### src/pkg/timer_pair_pkg.sv
// Constants shared by the dual 16-bit / cascaded 32-bit timer pair.
package timer_pair_pkg;

  // Control register field positions.
  localparam int CTL_ON_BIT    = 15;
  localparam int CTL_SIDL_BIT  = 13;
  localparam int CTL_GATE_BIT  = 6;
  localparam int CTL_PS_HI_BIT = 5;
  localparam int CTL_PS_LO_BIT = 4;
  localparam int CTL_WIDE_BIT  = 3;
  localparam int CTL_CS_BIT    = 1;

  // Implemented bits of each control register; the rest read as zero.
  localparam logic [15:0] LOW_CTL_MASK  = 16'ha07a;
  localparam logic [15:0] HIGH_CTL_MASK = 16'ha072;

  // Values after reset.
  localparam logic [15:0] CTL_RST    = 16'h0000;
  localparam logic [15:0] COUNT_RST  = 16'h0000;
  localparam logic [15:0] PERIOD_RST = 16'hffff;
  localparam logic [7:0]  PS_CNT_RST = 8'h00;

  // Prescale select codes and the last prescaler count of each ratio.
  localparam logic [1:0] PS_SEL_1   = 2'h0;
  localparam logic [1:0] PS_SEL_8   = 2'h1;
  localparam logic [1:0] PS_SEL_64  = 2'h2;
  localparam logic [1:0] PS_SEL_256 = 2'h3;
  localparam logic [7:0] PS_LAST_1   = 8'h00;
  localparam logic [7:0] PS_LAST_8   = 8'h07;
  localparam logic [7:0] PS_LAST_64  = 8'h3f;
  localparam logic [7:0] PS_LAST_256 = 8'hff;

endpackage

### src/logic/timer_pair.sv
// Timer pair: two 16-bit timers or one cascaded 32-bit timer/counter.
//
// What this block does
// - Two independent 16-bit timers or synchronous counters; no asynchronous counting.
// - In 32-bit mode the lower timer is the low word, upper the high word.
// - In 32-bit mode upper control is ignored; lower control, clock and gate rule.
// - In 32-bit mode the upper flag carries the interrupt, gated by upper enable.
// - In 16-bit mode only the lower timer registers its prescaler output.
// - 32-bit timer mode counts instruction cycles to the period, then wraps to zero.
// - Reading the low count latches the high count into the holding register.
// - Writing the low count in 32-bit mode loads the high count from holding.
// - 32-bit counter mode counts synchronised rising pin edges up to the period.
// - Counter stops during idle when stop-in-idle is set, else keeps counting.
// - Gated mode counts instruction cycles only while the gate pin is high.
// - In 32-bit gated mode the lower timer clocks and upper gate enable is ignored.
// - Gate falling edge ends accumulation without clearing the count.
// - Upper timer triggers the converter on 32-bit or own 16-bit period match.
// - Prescaler divides by 1, 8, 64 or 256 from control bits 5:4.
// - In 32-bit mode only the lower prescaler clocks the count.
// - Count or control writes, and reset, clear the prescaler.
// - A disabled timer's prescaler is not cleared by count or control writes; reset still clears it.
// - Control writes leave the counts unchanged.
// - 32-bit period match or gate fall sets the upper flag; software clears it.
// - Nothing counts while the CPU sleeps.
`timescale 1ns/1ps
`default_nettype none
module timer_pair
  import timer_pair_pkg::*;
(
  // Clock and reset.
  input  wire logic        ref_clk_i,
  input  wire logic        srst_i,
  // Software writes and reads.
  input  wire logic [15:0] wr_data_i,
  input  wire logic        low_ctl_wr_i,
  input  wire logic        high_ctl_wr_i,
  input  wire logic        low_count_wr_i,
  input  wire logic        high_count_wr_i,
  input  wire logic        holding_wr_i,
  input  wire logic        low_period_wr_i,
  input  wire logic        high_period_wr_i,
  input  wire logic        low_count_rd_i,
  // CPU power state.
  input  wire logic        cpu_idle_i,
  input  wire logic        cpu_sleep_i,
  // Pins.
  input  wire logic        ext_clock_gate_pin_i,
  input  wire logic        high_ext_pin_i,
  // Interrupt flag control.
  input  wire logic        low_irq_clear_i,
  input  wire logic        high_irq_clear_i,
  input  wire logic        low_irq_enable_i,
  input  wire logic        high_timer_irq_enable_i,
  // Register contents.
  output logic [15:0]      low_timer_control_o,
  output logic [15:0]      high_timer_control_o,
  output logic [15:0]      low_count_o,
  output logic [15:0]      high_count_o,
  output logic [15:0]      high_word_holding_o,
  output logic [15:0]      low_period_o,
  output logic [15:0]      high_period_o,
  // Events.
  output logic             low_irq_flag_o,
  output logic             high_timer_irq_flag_o,
  output logic             low_irq_req_o,
  output logic             high_irq_req_o,
  output logic             adc_trigger_o
);

  logic        lo_pin;
  logic        hi_pin;
  logic        lo_pin_q;
  logic        hi_pin_q;
  logic        wide;
  logic        lo_on;
  logic        hi_on;
  logic        lo_run;
  logic        hi_run;
  logic        lo_src;
  logic        hi_src;
  logic        lo_clr;
  logic        hi_clr;
  logic        lo_ps_tick;
  logic        hi_ps_tick;
  logic        lo_tick;
  logic        hi_tick;
  logic        match32;
  logic        lo_match;
  logic        hi_match;
  logic        wide_hit;
  logic        lo_hit;
  logic        hi_hit;
  logic        lo_gate_fall;
  logic        hi_gate_fall;
  logic        any_cnt_wr;

  // Pins come from outside the clock domain.
  pin_sync u_lo_sync (
    .ref_clk_i (ref_clk_i),
    .srst_i    (srst_i),
    .pin_i     (ext_clock_gate_pin_i),
    .sync_o    (lo_pin)
  );

  pin_sync u_hi_sync (
    .ref_clk_i (ref_clk_i),
    .srst_i    (srst_i),
    .pin_i     (high_ext_pin_i),
    .sync_o    (hi_pin)
  );

  // Previous synchronised pin levels for edge detection.
  always_ff @(posedge ref_clk_i) begin
    if (srst_i) begin
      lo_pin_q <= 1'b0;
      hi_pin_q <= 1'b0;
    end else begin
      lo_pin_q <= lo_pin;
      hi_pin_q <= hi_pin;
    end
  end

  // Mode decode; the upper control is dead while the pair is cascaded.
  assign wide  = low_timer_control_o[CTL_WIDE_BIT];
  assign lo_on = low_timer_control_o[CTL_ON_BIT];
  assign hi_on = high_timer_control_o[CTL_ON_BIT] & ~wide;
  assign lo_run = lo_on & ~cpu_sleep_i
                & ~(cpu_idle_i & low_timer_control_o[CTL_SIDL_BIT]);
  assign hi_run = hi_on & ~cpu_sleep_i
                & ~(cpu_idle_i & high_timer_control_o[CTL_SIDL_BIT]);

  // Clock source: synchronised rising edge, gated cycles, or every cycle.
  // Edges are always synchronised, so no asynchronous counting exists.
  assign lo_src = low_timer_control_o[CTL_CS_BIT] ? (lo_pin & ~lo_pin_q)
                : (low_timer_control_o[CTL_GATE_BIT] ? lo_pin : 1'b1);
  assign hi_src = high_timer_control_o[CTL_CS_BIT] ? (hi_pin & ~hi_pin_q)
                : (high_timer_control_o[CTL_GATE_BIT] ? hi_pin : 1'b1);

  // Prescaler clears; when cascaded the upper writes also restart the lower one.
  assign lo_clr = low_ctl_wr_i | low_count_wr_i
                | (wide & (high_ctl_wr_i | high_count_wr_i));
  assign hi_clr = high_ctl_wr_i | high_count_wr_i;

  timer_prescaler #(.SYNC_OUT(1'b1)) u_lo_ps (
    .ref_clk_i (ref_clk_i),
    .srst_i    (srst_i),
    .run_i     (lo_run),
    .on_i      (lo_on),
    .clear_i   (lo_clr),
    .select_i  (low_timer_control_o[CTL_PS_HI_BIT:CTL_PS_LO_BIT]),
    .tick_i    (lo_src),
    .tick_o    (lo_ps_tick)
  );

  timer_prescaler #(.SYNC_OUT(1'b0)) u_hi_ps (
    .ref_clk_i (ref_clk_i),
    .srst_i    (srst_i),
    .run_i     (hi_run),
    .on_i      (high_timer_control_o[CTL_ON_BIT]),
    .clear_i   (hi_clr),
    .select_i  (high_timer_control_o[CTL_PS_HI_BIT:CTL_PS_LO_BIT]),
    .tick_i    (hi_src),
    .tick_o    (hi_ps_tick)
  );

  // A registered tick may trail a disable by one cycle, so it is masked.
  assign lo_tick = lo_ps_tick & lo_run;
  assign hi_tick = hi_ps_tick & hi_run;

  // Period compares and match events.
  assign match32  = {high_count_o, low_count_o} == {high_period_o, low_period_o};
  assign lo_match = low_count_o == low_period_o;
  assign hi_match = high_count_o == high_period_o;
  assign wide_hit = wide & lo_tick & match32;
  assign lo_hit   = ~wide & lo_tick & lo_match;
  assign hi_hit   = ~wide & hi_tick & hi_match;

  // Gate falls end an accumulation; they only count in gated internal mode.
  assign lo_gate_fall = lo_run & low_timer_control_o[CTL_GATE_BIT]
                      & ~low_timer_control_o[CTL_CS_BIT] & ~lo_pin & lo_pin_q;
  assign hi_gate_fall = hi_run & high_timer_control_o[CTL_GATE_BIT]
                      & ~high_timer_control_o[CTL_CS_BIT] & ~hi_pin & hi_pin_q;

  assign any_cnt_wr = low_count_wr_i | high_count_wr_i;

  // Control registers; writes touch no count.
  always_ff @(posedge ref_clk_i) begin
    if (srst_i) begin
      low_timer_control_o  <= CTL_RST;
      high_timer_control_o <= CTL_RST;
    end else begin
      if (low_ctl_wr_i) begin
        low_timer_control_o <= wr_data_i & LOW_CTL_MASK;
      end
      if (high_ctl_wr_i) begin
        high_timer_control_o <= wr_data_i & HIGH_CTL_MASK;
      end
    end
  end

  // Period registers.
  always_ff @(posedge ref_clk_i) begin
    if (srst_i) begin
      low_period_o  <= PERIOD_RST;
      high_period_o <= PERIOD_RST;
    end else begin
      if (low_period_wr_i) begin
        low_period_o <= wr_data_i;
      end
      if (high_period_wr_i) begin
        high_period_o <= wr_data_i;
      end
    end
  end

  // Low word: a software write wins over a tick in the same cycle.
  always_ff @(posedge ref_clk_i) begin
    if (srst_i) begin
      low_count_o <= COUNT_RST;
    end else if (low_count_wr_i) begin
      low_count_o <= wr_data_i;
    end else if (lo_tick) begin
      low_count_o <= (wide ? match32 : lo_match) ? COUNT_RST : low_count_o + 16'h0001;
    end
  end

  // High word: carries from the low word when cascaded, else counts alone.
  always_ff @(posedge ref_clk_i) begin
    if (srst_i) begin
      high_count_o <= COUNT_RST;
    end else if (high_count_wr_i) begin
      high_count_o <= wr_data_i;
    end else if (low_count_wr_i & wide) begin
      high_count_o <= high_word_holding_o;
    end else if (wide & lo_tick) begin
      if (match32) begin
        high_count_o <= COUNT_RST;
      end else if (low_count_o == 16'hffff) begin
        high_count_o <= high_count_o + 16'h0001;
      end
    end else if (hi_tick) begin
      high_count_o <= hi_match ? COUNT_RST : high_count_o + 16'h0001;
    end
  end

  // Holding register; a software write wins over a read capture.
  always_ff @(posedge ref_clk_i) begin
    if (srst_i) begin
      high_word_holding_o <= COUNT_RST;
    end else if (holding_wr_i) begin
      high_word_holding_o <= wr_data_i;
    end else if (low_count_rd_i) begin
      high_word_holding_o <= high_count_o;
    end
  end

  // Sticky flags: a setting event beats a clear in the same cycle.
  always_ff @(posedge ref_clk_i) begin
    if (srst_i) begin
      low_irq_flag_o        <= 1'b0;
      high_timer_irq_flag_o <= 1'b0;
    end else begin
      if (lo_hit | (~wide & lo_gate_fall)) begin
        low_irq_flag_o <= 1'b1;
      end else if (low_irq_clear_i) begin
        low_irq_flag_o <= 1'b0;
      end
      if (wide_hit | (wide & lo_gate_fall) | hi_hit | hi_gate_fall) begin
        high_timer_irq_flag_o <= 1'b1;
      end else if (high_irq_clear_i) begin
        high_timer_irq_flag_o <= 1'b0;
      end
    end
  end

  // Converter trigger is a one-cycle pulse after the match.
  always_ff @(posedge ref_clk_i) begin
    if (srst_i) begin
      adc_trigger_o <= 1'b0;
    end else begin
      adc_trigger_o <= wide_hit | hi_hit;
    end
  end

  // Requests follow the flags through their enables.
  assign low_irq_req_o  = low_irq_flag_o & low_irq_enable_i;
  assign high_irq_req_o = high_timer_irq_flag_o & high_timer_irq_enable_i;
endmodule
`default_nettype wire

### src/logic/pin_sync.sv
// Two-flop synchroniser for a level arriving from a pin.
`timescale 1ns/1ps
`default_nettype none
module pin_sync (
  // Clock and reset.
  input  wire logic ref_clk_i,
  input  wire logic srst_i,
  // Asynchronous pin and its synchronised copy.
  input  wire logic pin_i,
  output logic      sync_o
);

  logic stage1;

  // The first stage is read only by the second one.
  always_ff @(posedge ref_clk_i) begin
    if (srst_i) begin
      stage1 <= 1'b0;
      sync_o <= 1'b0;
    end else begin
      stage1 <= pin_i;
      sync_o <= stage1;
    end
  end

endmodule
`default_nettype wire

### src/logic/timer_prescaler.sv
// Clock prescaler with 1:1, 1:8, 1:64 and 1:256 ratios for one timer.
`timescale 1ns/1ps
`default_nettype none
module timer_prescaler
  import timer_pair_pkg::*;
#(
  parameter bit SYNC_OUT = 1'b0
) (
  // Clock and reset.
  input  wire logic       ref_clk_i,
  input  wire logic       srst_i,
  // Control.
  input  wire logic       run_i,
  input  wire logic       on_i,
  input  wire logic       clear_i,
  input  wire logic [1:0] select_i,
  // Input ticks and divided ticks.
  input  wire logic       tick_i,
  output logic            tick_o
);

  logic [7:0] cnt;
  logic [7:0] last;
  logic       hit;

  // Terminal count of the selected ratio.
  always_comb begin
    unique case (select_i)
      PS_SEL_1:   last = PS_LAST_1;
      PS_SEL_8:   last = PS_LAST_8;
      PS_SEL_64:  last = PS_LAST_64;
      PS_SEL_256: last = PS_LAST_256;
    endcase
  end

  assign hit = run_i & tick_i & (cnt == last);

  // A disabled timer has no prescaler clock, so a clear then has no effect.
  always_ff @(posedge ref_clk_i) begin
    if (srst_i) begin
      cnt <= PS_CNT_RST;
    end else if (clear_i & on_i) begin
      cnt <= PS_CNT_RST;
    end else if (run_i & tick_i) begin
      cnt <= hit ? PS_CNT_RST : cnt + 8'h01;
    end
  end

  // The registered form costs one cycle of latency but gives a clean tick.
  generate
    if (SYNC_OUT) begin : g_sync
      always_ff @(posedge ref_clk_i) begin
        if (srst_i) begin
          tick_o <= 1'b0;
        end else begin
          tick_o <= hit;
        end
      end
    end else begin : g_direct
      assign tick_o = hit;
    end
  endgenerate

endmodule
`default_nettype wire

### config.mk
export PLATFORM = sky130hd
export DESIGN_NAME = timer_pair
export DESIGN_NICKNAME = d
export VERILOG_FILES = /design/src/pkg/timer_pair_pkg.sv /design/src/logic/timer_pair.sv /design/src/logic/pin_sync.sv /design/src/logic/timer_prescaler.sv
export SDC_FILE = /design/constraint.sdc
export NUM_CORES = 1
export LEC_CHECK = 0
export BUFFER_PORTS_ARGS = -buffer_cell sky130_fd_sc_hd__buf_2
export CORE_UTILIZATION = 25
export CTS_CLUSTER_DIAMETER = 30
export CTS_CLUSTER_SIZE = 14
export DETAILED_ROUTE_END_ITERATION = 7
export PLACE_DENSITY = 0.52
export RECOVER_POWER = 50
export SLEW_MARGIN = 30
export SYNTH_ARGS = -nofsm -noshare
export SYNTH_HDL_FRONTEND = slang
export SYNTH_SLANG_ARGS = --single-unit
### constraint.sdc
create_clock -name ref_clk_i -period 5.9 [get_ports ref_clk_i]
set_clock_uncertainty 0.05 [all_clocks]
set_input_delay 0 -clock ref_clk_i [delete_from_list [all_inputs] [get_ports ref_clk_i]]
set_output_delay 0 -clock ref_clk_i [all_outputs]
set_load 0.1 [all_outputs]
==> results.txt, run 1 <==
----------------------------------------------------
[Critical path]
  Crit-path leading delay family ... buffers and inverters
  Buffer and inverter count on the worst path ... 3
  Nature of the critical path startpoint ... primary input
  Cell-by-cell trace of the critical path ... dlygate4sd3_1 -> clkbuf_1 -> buf_4 -> nor3b_1 -> o21ai_0 -> o211ai_1
  Arrival time at the worst endpoint ... 3.55 ns
  Maximum fanout along the worst path ... 64
  Capturing element type of the critical path ... register
  Critical Setup Path Class ... primary input to register
  Critical-path cell with the highest stage delay ... sky130_fd_sc_hd__clkbuf_1
  Maximum single-stage delay on the critical path ... approximately 1.8 ns
  Source of the critical timing path ... srst_i
  Startpoint of the lowest-slack register-to-register path ... low_count_o[15]
  Critical path required time ... approximately 6 ns

[Layout]
  Final core utilization ... 31.99%
  Fill cell total of the finished layout ... about 2,700
  Count of antenna diodes in the layout ... 0
  Final std cells w/o fill ... approximately 1,200
  Summed area of non-filler cells in the final layout ... roughly 0.0079 mm²
  Layout cells sized above 1 ... around a tenth
  NumNets Final ... about 890
  Area added between synthesis and finish ... 24.35%

[Timing]
  Worst-margin pin slew ... 2.516 ns
  Min cycle time layout ... roughly 3.3 ns
  Worst setup margin ... around 2.6 ns
  Count of endpoints failing hold in the final timing report ... 0
  Max-slew violations ... 50
  Unrepaired setup endpoints after global routing ... no
  Achievable clock frequency ... roughly 300 MHz
  Fin crit share ... 56.38%
  Final-layout worst hold slack ... 0.07303 ns
  Setup Total Neg Slack ... 0 ns
  Worst slew margin ... -67.72%
  Total of endpoints with negative setup slack in the final report ... 0

[Detailed routing]
  DRC marker count from the first detailed-route iteration ... around 490
  Number of iterations in the first detailed-routing pass ... 6
  Vias ... 5,880
  Mean routed wirelength per cell ... around 18 µm
  Via count normalized by instance count ... about 4.9
  Total detailed-routing wirelength ... 21,380 µm
  Final antenna-violating net count ... 0
  # DRC ... 0

[Placement]
  Final RePlAce weighted congestion ... between 0.8 and 0.9
  Placed insts ... 1,135
  Detail Placement HPWL ... 15,200 µm
  Number of buffers added on ports ... roughly 130
  Placed cell area ... slightly above 0.007 mm²
  Worst setup timing slack at the placement stage ... between 3 and 4 ns

[Logic synthesis]
  Commonest cells post-synth ... sky130_fd_sc_hd__dfxtp_1 (119), sky130_fd_sc_hd__nor2b_1 (59), sky130_fd_sc_hd__nand2_1 (53)
  Gate count after technology mapping ... ~730
  Dominant cell by count in the synthesized netlist ... sky130_fd_sc_hd__dfxtp_1
  Adder and majority cell fraction of the synthesized area ... less than 1%
  Simple logic cell fraction of the synthesized area ... between 20 and 25%
  Compound-Gate Fraction of Synth Area ... just under 20%
  Post-synth EDFFs ... 0
  Leading area contributor after synthesis ... sky130_fd_sc_hd__dfxtp_1
  Main combinational cell family by area after synthesis ... simple AND/OR/NAND/NOR gates
  Proportion of synthesized chip area in sequential cells ... between 30% and 40%
  Post-Syn Area per Cell ... about 8.6 µm²
  Syn Std Cell Area ... ~0.0063 mm²
  Main synth FF type ... sky130_fd_sc_hd__dfxtp_1
  Yosys reg bits ... 119
  Post-synthesis xor/xnor area fraction ... ~9.7%
  Async SR Flop Fraction ... 0%
  Count of unique library cells instantiated by Yosys ... 58
  Post-synth top area share ... 37.64%
  Mux share of post-synthesis cell area ... 2.214%
  Number of warning messages in the yosys log ... 0
  Dominant cells by area after synthesis ... sky130_fd_sc_hd__dfxtp_1 (38%), sky130_fd_sc_hd__nor2b_1 (5.8%), sky130_fd_sc_hd__xnor2_1 (5.3%)

[CTS]
  Clock slew at reported path FFs ... roughly 0.06 ns
  H-tree depth ... 4
  Total clock sinks ... around 120
  Total clock buffers created by CTS ... 17
  Resized Gates After CTS ... 0
  Clock tree from TritonCTS ... yes
  Buffers from clock root to sink, at most ... 2
  Latest clock arrival within the worst-skew pair ... about 0.42 ns
  Root Buffer Master ... sky130_fd_sc_hd__clkbuf_16

[Die]
  Die width ... ~160 µm
  Floorplan row count ... 57
  Boundary pin count ... roughly 150
  Y dimension of the die ... between 150 and 200 µm
  Initial core utilization ... between 20% and 30%
  Core region area ... 0.02460 mm²
  Total Die Area ... ~0.026 mm²

[Global routing]
  GRT Resource Usage Total ... approximately 17%
  Initial antenna violation count ... 0
  Maximum number of pins on one net before global-route repair ... 65
  First-pass GRT wire length ... 32,920 µm
  Vias in the first global route ... roughly 5,500
  Gr ovfl total ... 0

[Pwr]
  Internal ... around 1.8 mW
  Clock group share of total power ... a little over two fifths
  Combinational cell fraction of total power ... a little under a quarter
  Share of total power consumed by net switching ... between 30% and 40%
  Reg power frac ... roughly a third
  Leakage ... about 2.9 nW
  Pwr dens ... between 300 and 400 mW/mm²
  Worst vdd ir ... between 0.00015 and 0.0002 V
  PnR Total Power ... approximately 2.7 mW
  Switching power summed over all nets ... 0.9620 mW

[Worst hold path]
  Worst hold start ... cpu_sleep_i
  Class of the worst hold path ... primary input to register

[Run]
  Number of max-cap violations ... 1

[Outcome]
  Failing checks ... capacitance limit, slew limit
  Result of the run ... complete, but fails checks

----------------------------------------------------
## power groups by stage
| stage | Combinational (mW) | Sequential [mW] | Clock [mW] |
|---|---|---|---|
| floorplan | 0.243 | 1.22 | 0 |
| global placement | 0.637 | 0.940 | 0 |
| detailed placement | 0.638 | 0.939 | 0 |
| CTS | 0.651 | 0.923 | 1.18 |
| global route | 0.670 | 0.931 | 1.22 |
| finish | 0.639 | 0.924 | 1.15 |
## routing by layer
layer  vias to the layer above  part of all wire, %  track usage [%]  routed length (µm)
li1                       2822                    -                -                   -
met4                         0                  1.3            5.189                 270
met5                         -                    0                0                   0
met1                      2815                   48            22.97               10210
met2                       221                   45            25.51                9569
met3                        22                  6.2            3.903                1323
## kinds of logic after synthesis
family,after synthesis
and+or+nand+nor,263
AOI/OAI and AO/OA,164
DFF,119
buffers and inverters,98
xor gates and xnor gates,70
muxes,14
adders and majority gates,4
other,1
## path summary, 6_finish.rpt
kind | to | slack, ns | cells past startpoint
min reg2reg | u_lo_sync.sync_o | 0.39 | 1
max | low_count_o[2] | 2.57 | 6
max reg2reg | high_count_o[0] | 3.09 | 6
min | u_hi_ps.cnt[1] | 0.07 | 5
## registers in the layout, summed over array words and instances, names as in the netlist, 6 cells and up
signal and count:
high_count_o 16, low_period_o 16, high_word_holding_o 16, high_timer_control_o 6, low_timer_control_o 7, high_period_o 16, u_lo_ps.cnt 8, u_hi_ps.cnt 8
low_count_o 16
## cells in the final DEF, fill, tap and decap left out, types with 5 or more instances in the layout
cell type                         n
sky130_fd_sc_hd__o21ai_0         16
sky130_fd_sc_hd__and4_1           7
sky130_fd_sc_hd__clkbuf_16       17
sky130_fd_sc_hd__nand3_1         17
sky130_fd_sc_hd__nor2_1          41
sky130_fd_sc_hd__a21oi_1         37
sky130_fd_sc_hd__mux2i_1         14
sky130_fd_sc_hd__xor2_1          32
sky130_fd_sc_hd__buf_2           47
sky130_fd_sc_hd__xnor2_1         38
sky130_fd_sc_hd__dlygate4sd3_1   23
sky130_fd_sc_hd__nor3_1           5
sky130_fd_sc_hd__o221a_1          7
sky130_fd_sc_hd__dfxtp_1        119
sky130_fd_sc_hd__clkbuf_1        88
sky130_fd_sc_hd__nor4_1          11
sky130_fd_sc_hd__o221a_2          5
sky130_fd_sc_hd__a221oi_1         5
sky130_fd_sc_hd__and2_1           7
sky130_fd_sc_hd__a211oi_1        33
sky130_fd_sc_hd__nor2b_1         59
sky130_fd_sc_hd__nand4_1         24
sky130_fd_sc_hd__inv_1           25
sky130_fd_sc_hd__or3_1           13
sky130_fd_sc_hd__a211o_1         37
sky130_fd_sc_hd__bufinv_16        5
sky130_fd_sc_hd__conb_1          19
sky130_fd_sc_hd__nand2_1         53
## repair_timing
item / 4_1_cts / 5_1_grt
endpoints found under the hold margin: 85 / 0
buffers inserted: 0 / 0
hold buffers: 23 / 0
setup endpoints to repair: 0 / 0
## worst register-to-register path: cells and delay by family, from the launching register on
kind             cells  cell delay (ns)
XOR/XNOR             1             0.11
AND/OR/NAND/NOR      3             1.45
flip-flops           1             0.51
AO/OA/AOI/OAI        2             0.47
## layout make-up
cell class                 count  area [µm²]  area share (%)
timing repair buffer         156       795.8           10.11
tap                          324       405.4           5.150
multi-input combinational    534        3545           45.03
clock buffer                  24       481.7           6.120
sequential                   119        2382           30.27
inverter                      25       93.84           1.192
clock inverter                 8       167.7           2.130
(Power assumes the default switching activity.)
==> inputs of run 2 (changes only) <==
==> constraint.sdc (replaced) <==
create_clock -name ref_clk_i -period 3.4 [get_ports ref_clk_i]
set_clock_uncertainty 0.05 [all_clocks]
set_input_delay 0 -clock ref_clk_i [delete_from_list [all_inputs] [get_ports ref_clk_i]]
set_output_delay 0 -clock ref_clk_i [all_outputs]
set_load 0.1 [all_outputs]
==> run 2 against run 1 <==
  * The run still ends with capacitance limit, slew limit left
  * Critical path depth unchanged
  * Wire length up 0.40%
  * Cell area up 0.33%
  * Sequential power up 72%
  * Sequential share of layout area down 0.10 points
  * Setup slack worse by 1.9 ns
  * Register-to-register slack worse by 2.4 ns
  * Combinational power up 77%
  * Die area unchanged
  * Power up 67%
  * Hold slack better by 0.010 ns
  * Cell count up 0.67%
  * Highest routed layer unchanged
==> results.txt, run 2 (same netlist as run 1, synthesis figures left out) <==
----------------------------------------------------
[Outcome]
  Result of the run ... complete, but fails checks
  Failing checks ... capacitance limit, slew limit

[Critical path]
  Source of the critical timing path ... high_timer_control_o[15]
  Maximum single-stage delay on the critical path ... 0.67 ns (-1.10 ns)
  Capturing element type of the critical path ... register
  Critical Setup Path Class ... register to register
  Crit-path leading delay family ... simple AND/OR/NAND/NOR gates
  Critical-path cell with the highest stage delay ... sky130_fd_sc_hd__a2111oi_1
  Critical path required time ... 3.72 ns (-2.40 ns)
  Cell-by-cell trace of the critical path ... inv_1 -> a2111oi_1 -> nand4_1 -> nand3b_2 -> and2_1 -> o221a_2
  Maximum fanout along the worst path ... 15 (-77%)
  Arrival time at the worst endpoint ... 3.03 ns (-0.52 ns)
  Startpoint of the lowest-slack register-to-register path ... high_timer_control_o[15]
  Buffer and inverter count on the worst path ... 1 (-2)
  Nature of the critical path startpoint ... register

[Timing]
  Achievable clock frequency ... roughly 370 MHz
  Final-layout worst hold slack ... 0.08316 ns (+0.01013 ns)
  Min cycle time layout ... 2.712 ns
  Worst slew margin ... -17.48% (+50 points)
  Max-slew violations ... 81 (+62%)
  Worst-margin pin slew ... 1.762 ns (-0.7536 ns)
  Setup Total Neg Slack ... 0 ns (unchanged)
  Total of endpoints with negative setup slack in the final report ... 0 (unchanged)
  Count of endpoints failing hold in the final timing report ... 0 (unchanged)
  Fin crit share ... 79.78%
  Unrepaired setup endpoints after global routing ... no

[CTS]
  Root Buffer Master ... sky130_fd_sc_hd__clkbuf_16
  Total clock sinks ... 119 (unchanged)
  Latest clock arrival within the worst-skew pair ... 0.42 ns (about the same)
  Buffers from clock root to sink, at most ... 2 (unchanged)
  H-tree depth ... 4 (unchanged)
  Postcts setup bufs ... 0 (unchanged)
  Total clock buffers created by CTS ... 17 (unchanged)
  Clock tree from TritonCTS ... yes
  Clock slew at reported path FFs ... 0.06 ns (about the same)

[Detailed routing]
  Number of iterations in the first detailed-routing pass ... 4 (-2)
  Final antenna-violating net count ... 0 (unchanged)
  Via count normalized by instance count ... 4.871 (-1.4%)
  Total routed wire length on the met1 layer ... 10,300 µm (+0.82%)
  Total detailed-routing wirelength ... 21,460 µm (+0.40%)
  DRC marker count from the first detailed-route iteration ... 351 (-28%)
  Mean routed wirelength per cell ... 17.92 µm (-0.27%)
  Met3 wire len ... 1259 µm (-4.8%)
  Met2 routed wirelength ... 9632 µm (+0.66%)
  Vias ... 5,835 (-0.77%)
  # DRC ... 0 (unchanged)
  Top routing layer used ... met4

[Die]
  Boundary pin count ... 151 (unchanged)
  Floorplan row count ... 57 (unchanged)
  Die width ... 161.1 µm (unchanged)
  Y dimension of the die ... 161.1 µm (unchanged)
  Core region area ... 0.02460 mm² (unchanged)
  Initial core utilization ... 25.73% (unchanged)
  Total Die Area ... 0.02596 mm² (unchanged)

[Global routing]
  First-pass GRT wire length ... 33,240 µm (+0.97%)
  Initial antenna violation count ... 0 (unchanged)
  GRT Resource Usage Total ... 16.87% (+0.21 points)
  Gr ovfl total ... 0 (unchanged)
  Vias in the first global route ... 5,560 (+1.8%)
  Maximum number of pins on one net before global-route repair ... 81 (+25%)

[Placement]
  Number of buffers added on ports ... 131 (unchanged)
  Detail Placement HPWL ... 15,380 µm (+1.2%)
  Final RePlAce weighted congestion ... 0.8377 (+2.0%)

[Layout]
  Commonest non-fill, non-tap cell in the layout ... sky130_fd_sc_hd__dfxtp_1
  Area added between synthesis and finish ... 24.77%
  Count of antenna diodes in the layout ... 0 (unchanged)
  NumNets Final ... 899 (+0.90%)
  Most frequent cells in the layout ... sky130_fd_sc_hd__dfxtp_1 (119), sky130_fd_sc_hd__buf_2 (88), sky130_fd_sc_hd__nor2b_1 (59)
  Fill cell total of the finished layout ... 2,667 (-0.26%)
  Layout cells sized above 1 ... 16.13% (+5.9 points)
  Final core utilization ... 32.10% (+0.11 points)

[Worst hold path]
  Worst hold start ... cpu_sleep_i
  Class of the worst hold path ... primary input to register

[Pwr]
  Leakage ... 3.023 nW (+4.2%)
  Worst vdd ir ... 0.0003190 V (+69%)
  PnR Total Power ... 4.528 mW (+67%)
  Pwr dens ... 573.3 mW/mm² (+66%)

[Run]
  Number of max-cap violations ... 1 (unchanged)

----------------------------------------------------
==> run 2: cell types whose count changed in the layout (fill, tap and decap cells not counted) <==
cell	previous run	this run
sky130_fd_sc_hd__clkbuf_1	88	44
sky130_fd_sc_hd__buf_2	47	88
sky130_fd_sc_hd__buf_4	2	9
sky130_fd_sc_hd__clkinvlp_4	1	5
sky130_fd_sc_hd__bufinv_16	5	2
sky130_fd_sc_hd__clkbuf_8	3	0
sky130_fd_sc_hd__inv_6	0	3
sky130_fd_sc_hd__clkinv_2	2	4
sky130_fd_sc_hd__clkbuf_2	0	1
sky130_fd_sc_hd__clkinv_4	0	1
sky130_fd_sc_hd__dlygate4sd3_1	23	22
sky130_fd_sc_hd__nor3b_1	4	5
sky130_fd_sc_hd__nor3b_2	1	0
==> run 2: what timing repair did <==
item | CTS | global route
hold buffers | 22 | 0
endpoints found under the hold margin | 84 | 0
gates resized for setup | 0 | 0
==> run 2: cell type report <==
| class | instances | area, µm² | share of cell area, % |
|---|---|---|---|
| clock inverter | 15 | 152.6 | 1.933 |
| timing repair buffer | 164 | 898.4 | 11.38 |
| multi-input combinational | 534 | 3540 | 44.82 |
| tap | 324 | 405.4 | 5.133 |
| sequential | 119 | 2382 | 30.16 |
| clock buffer | 17 | 425.4 | 5.387 |
| inverter | 25 | 93.84 | 1.188 |
==> run 2: worst paths after layout <==
kind	to	slack, ns	cells after the start
setup / recovery	high_count_o[6]	0.69	6
hold / removal	u_hi_ps.cnt[0]	0.08	6
setup reg to reg	high_count_o[6]	0.69	6
hold reg to reg	u_hi_sync.sync_o	0.39	1
==> run 2: worst reg2reg max path: cells and delay by family (launching register included) <==
family / cells / cell delay, ns
compound gates: 2 / 0.96
simple gates: 3 / 1.23
buf+inv: 1 / 0.05
flops: 1 / 0.37
==> run 2: stage by stage <==
step	instances	area [µm²]	worst slack, ns
6_report	1198	7898	0.6876
3_3_place_gp	1144	7162	0.7540
2_1_floorplan	751	6397	0.4739
5_1_grt	1198	7898	0.4367
3_5_place_dp	1144	7162	0.7200
4_1_cts	1198	7960	0.7018
==> run 2: metal layers <==
metal / GRT usage [%] / vias to the layer above
met1: 22.64 / 2815
met2: 26.25 / 160
met3: 5.136 / 15
met4: 4.031 / 0
met5: 0 / -
li1: - / 2845
==> run 2: report_power, final <==
group | internal, mW | switching [mW] | total (mW)
sequential | 1.48 | 0.115 | 1.59
combinational | 0.227 | 0.907 | 1.13
clock | 1.08 | 0.722 | 1.80
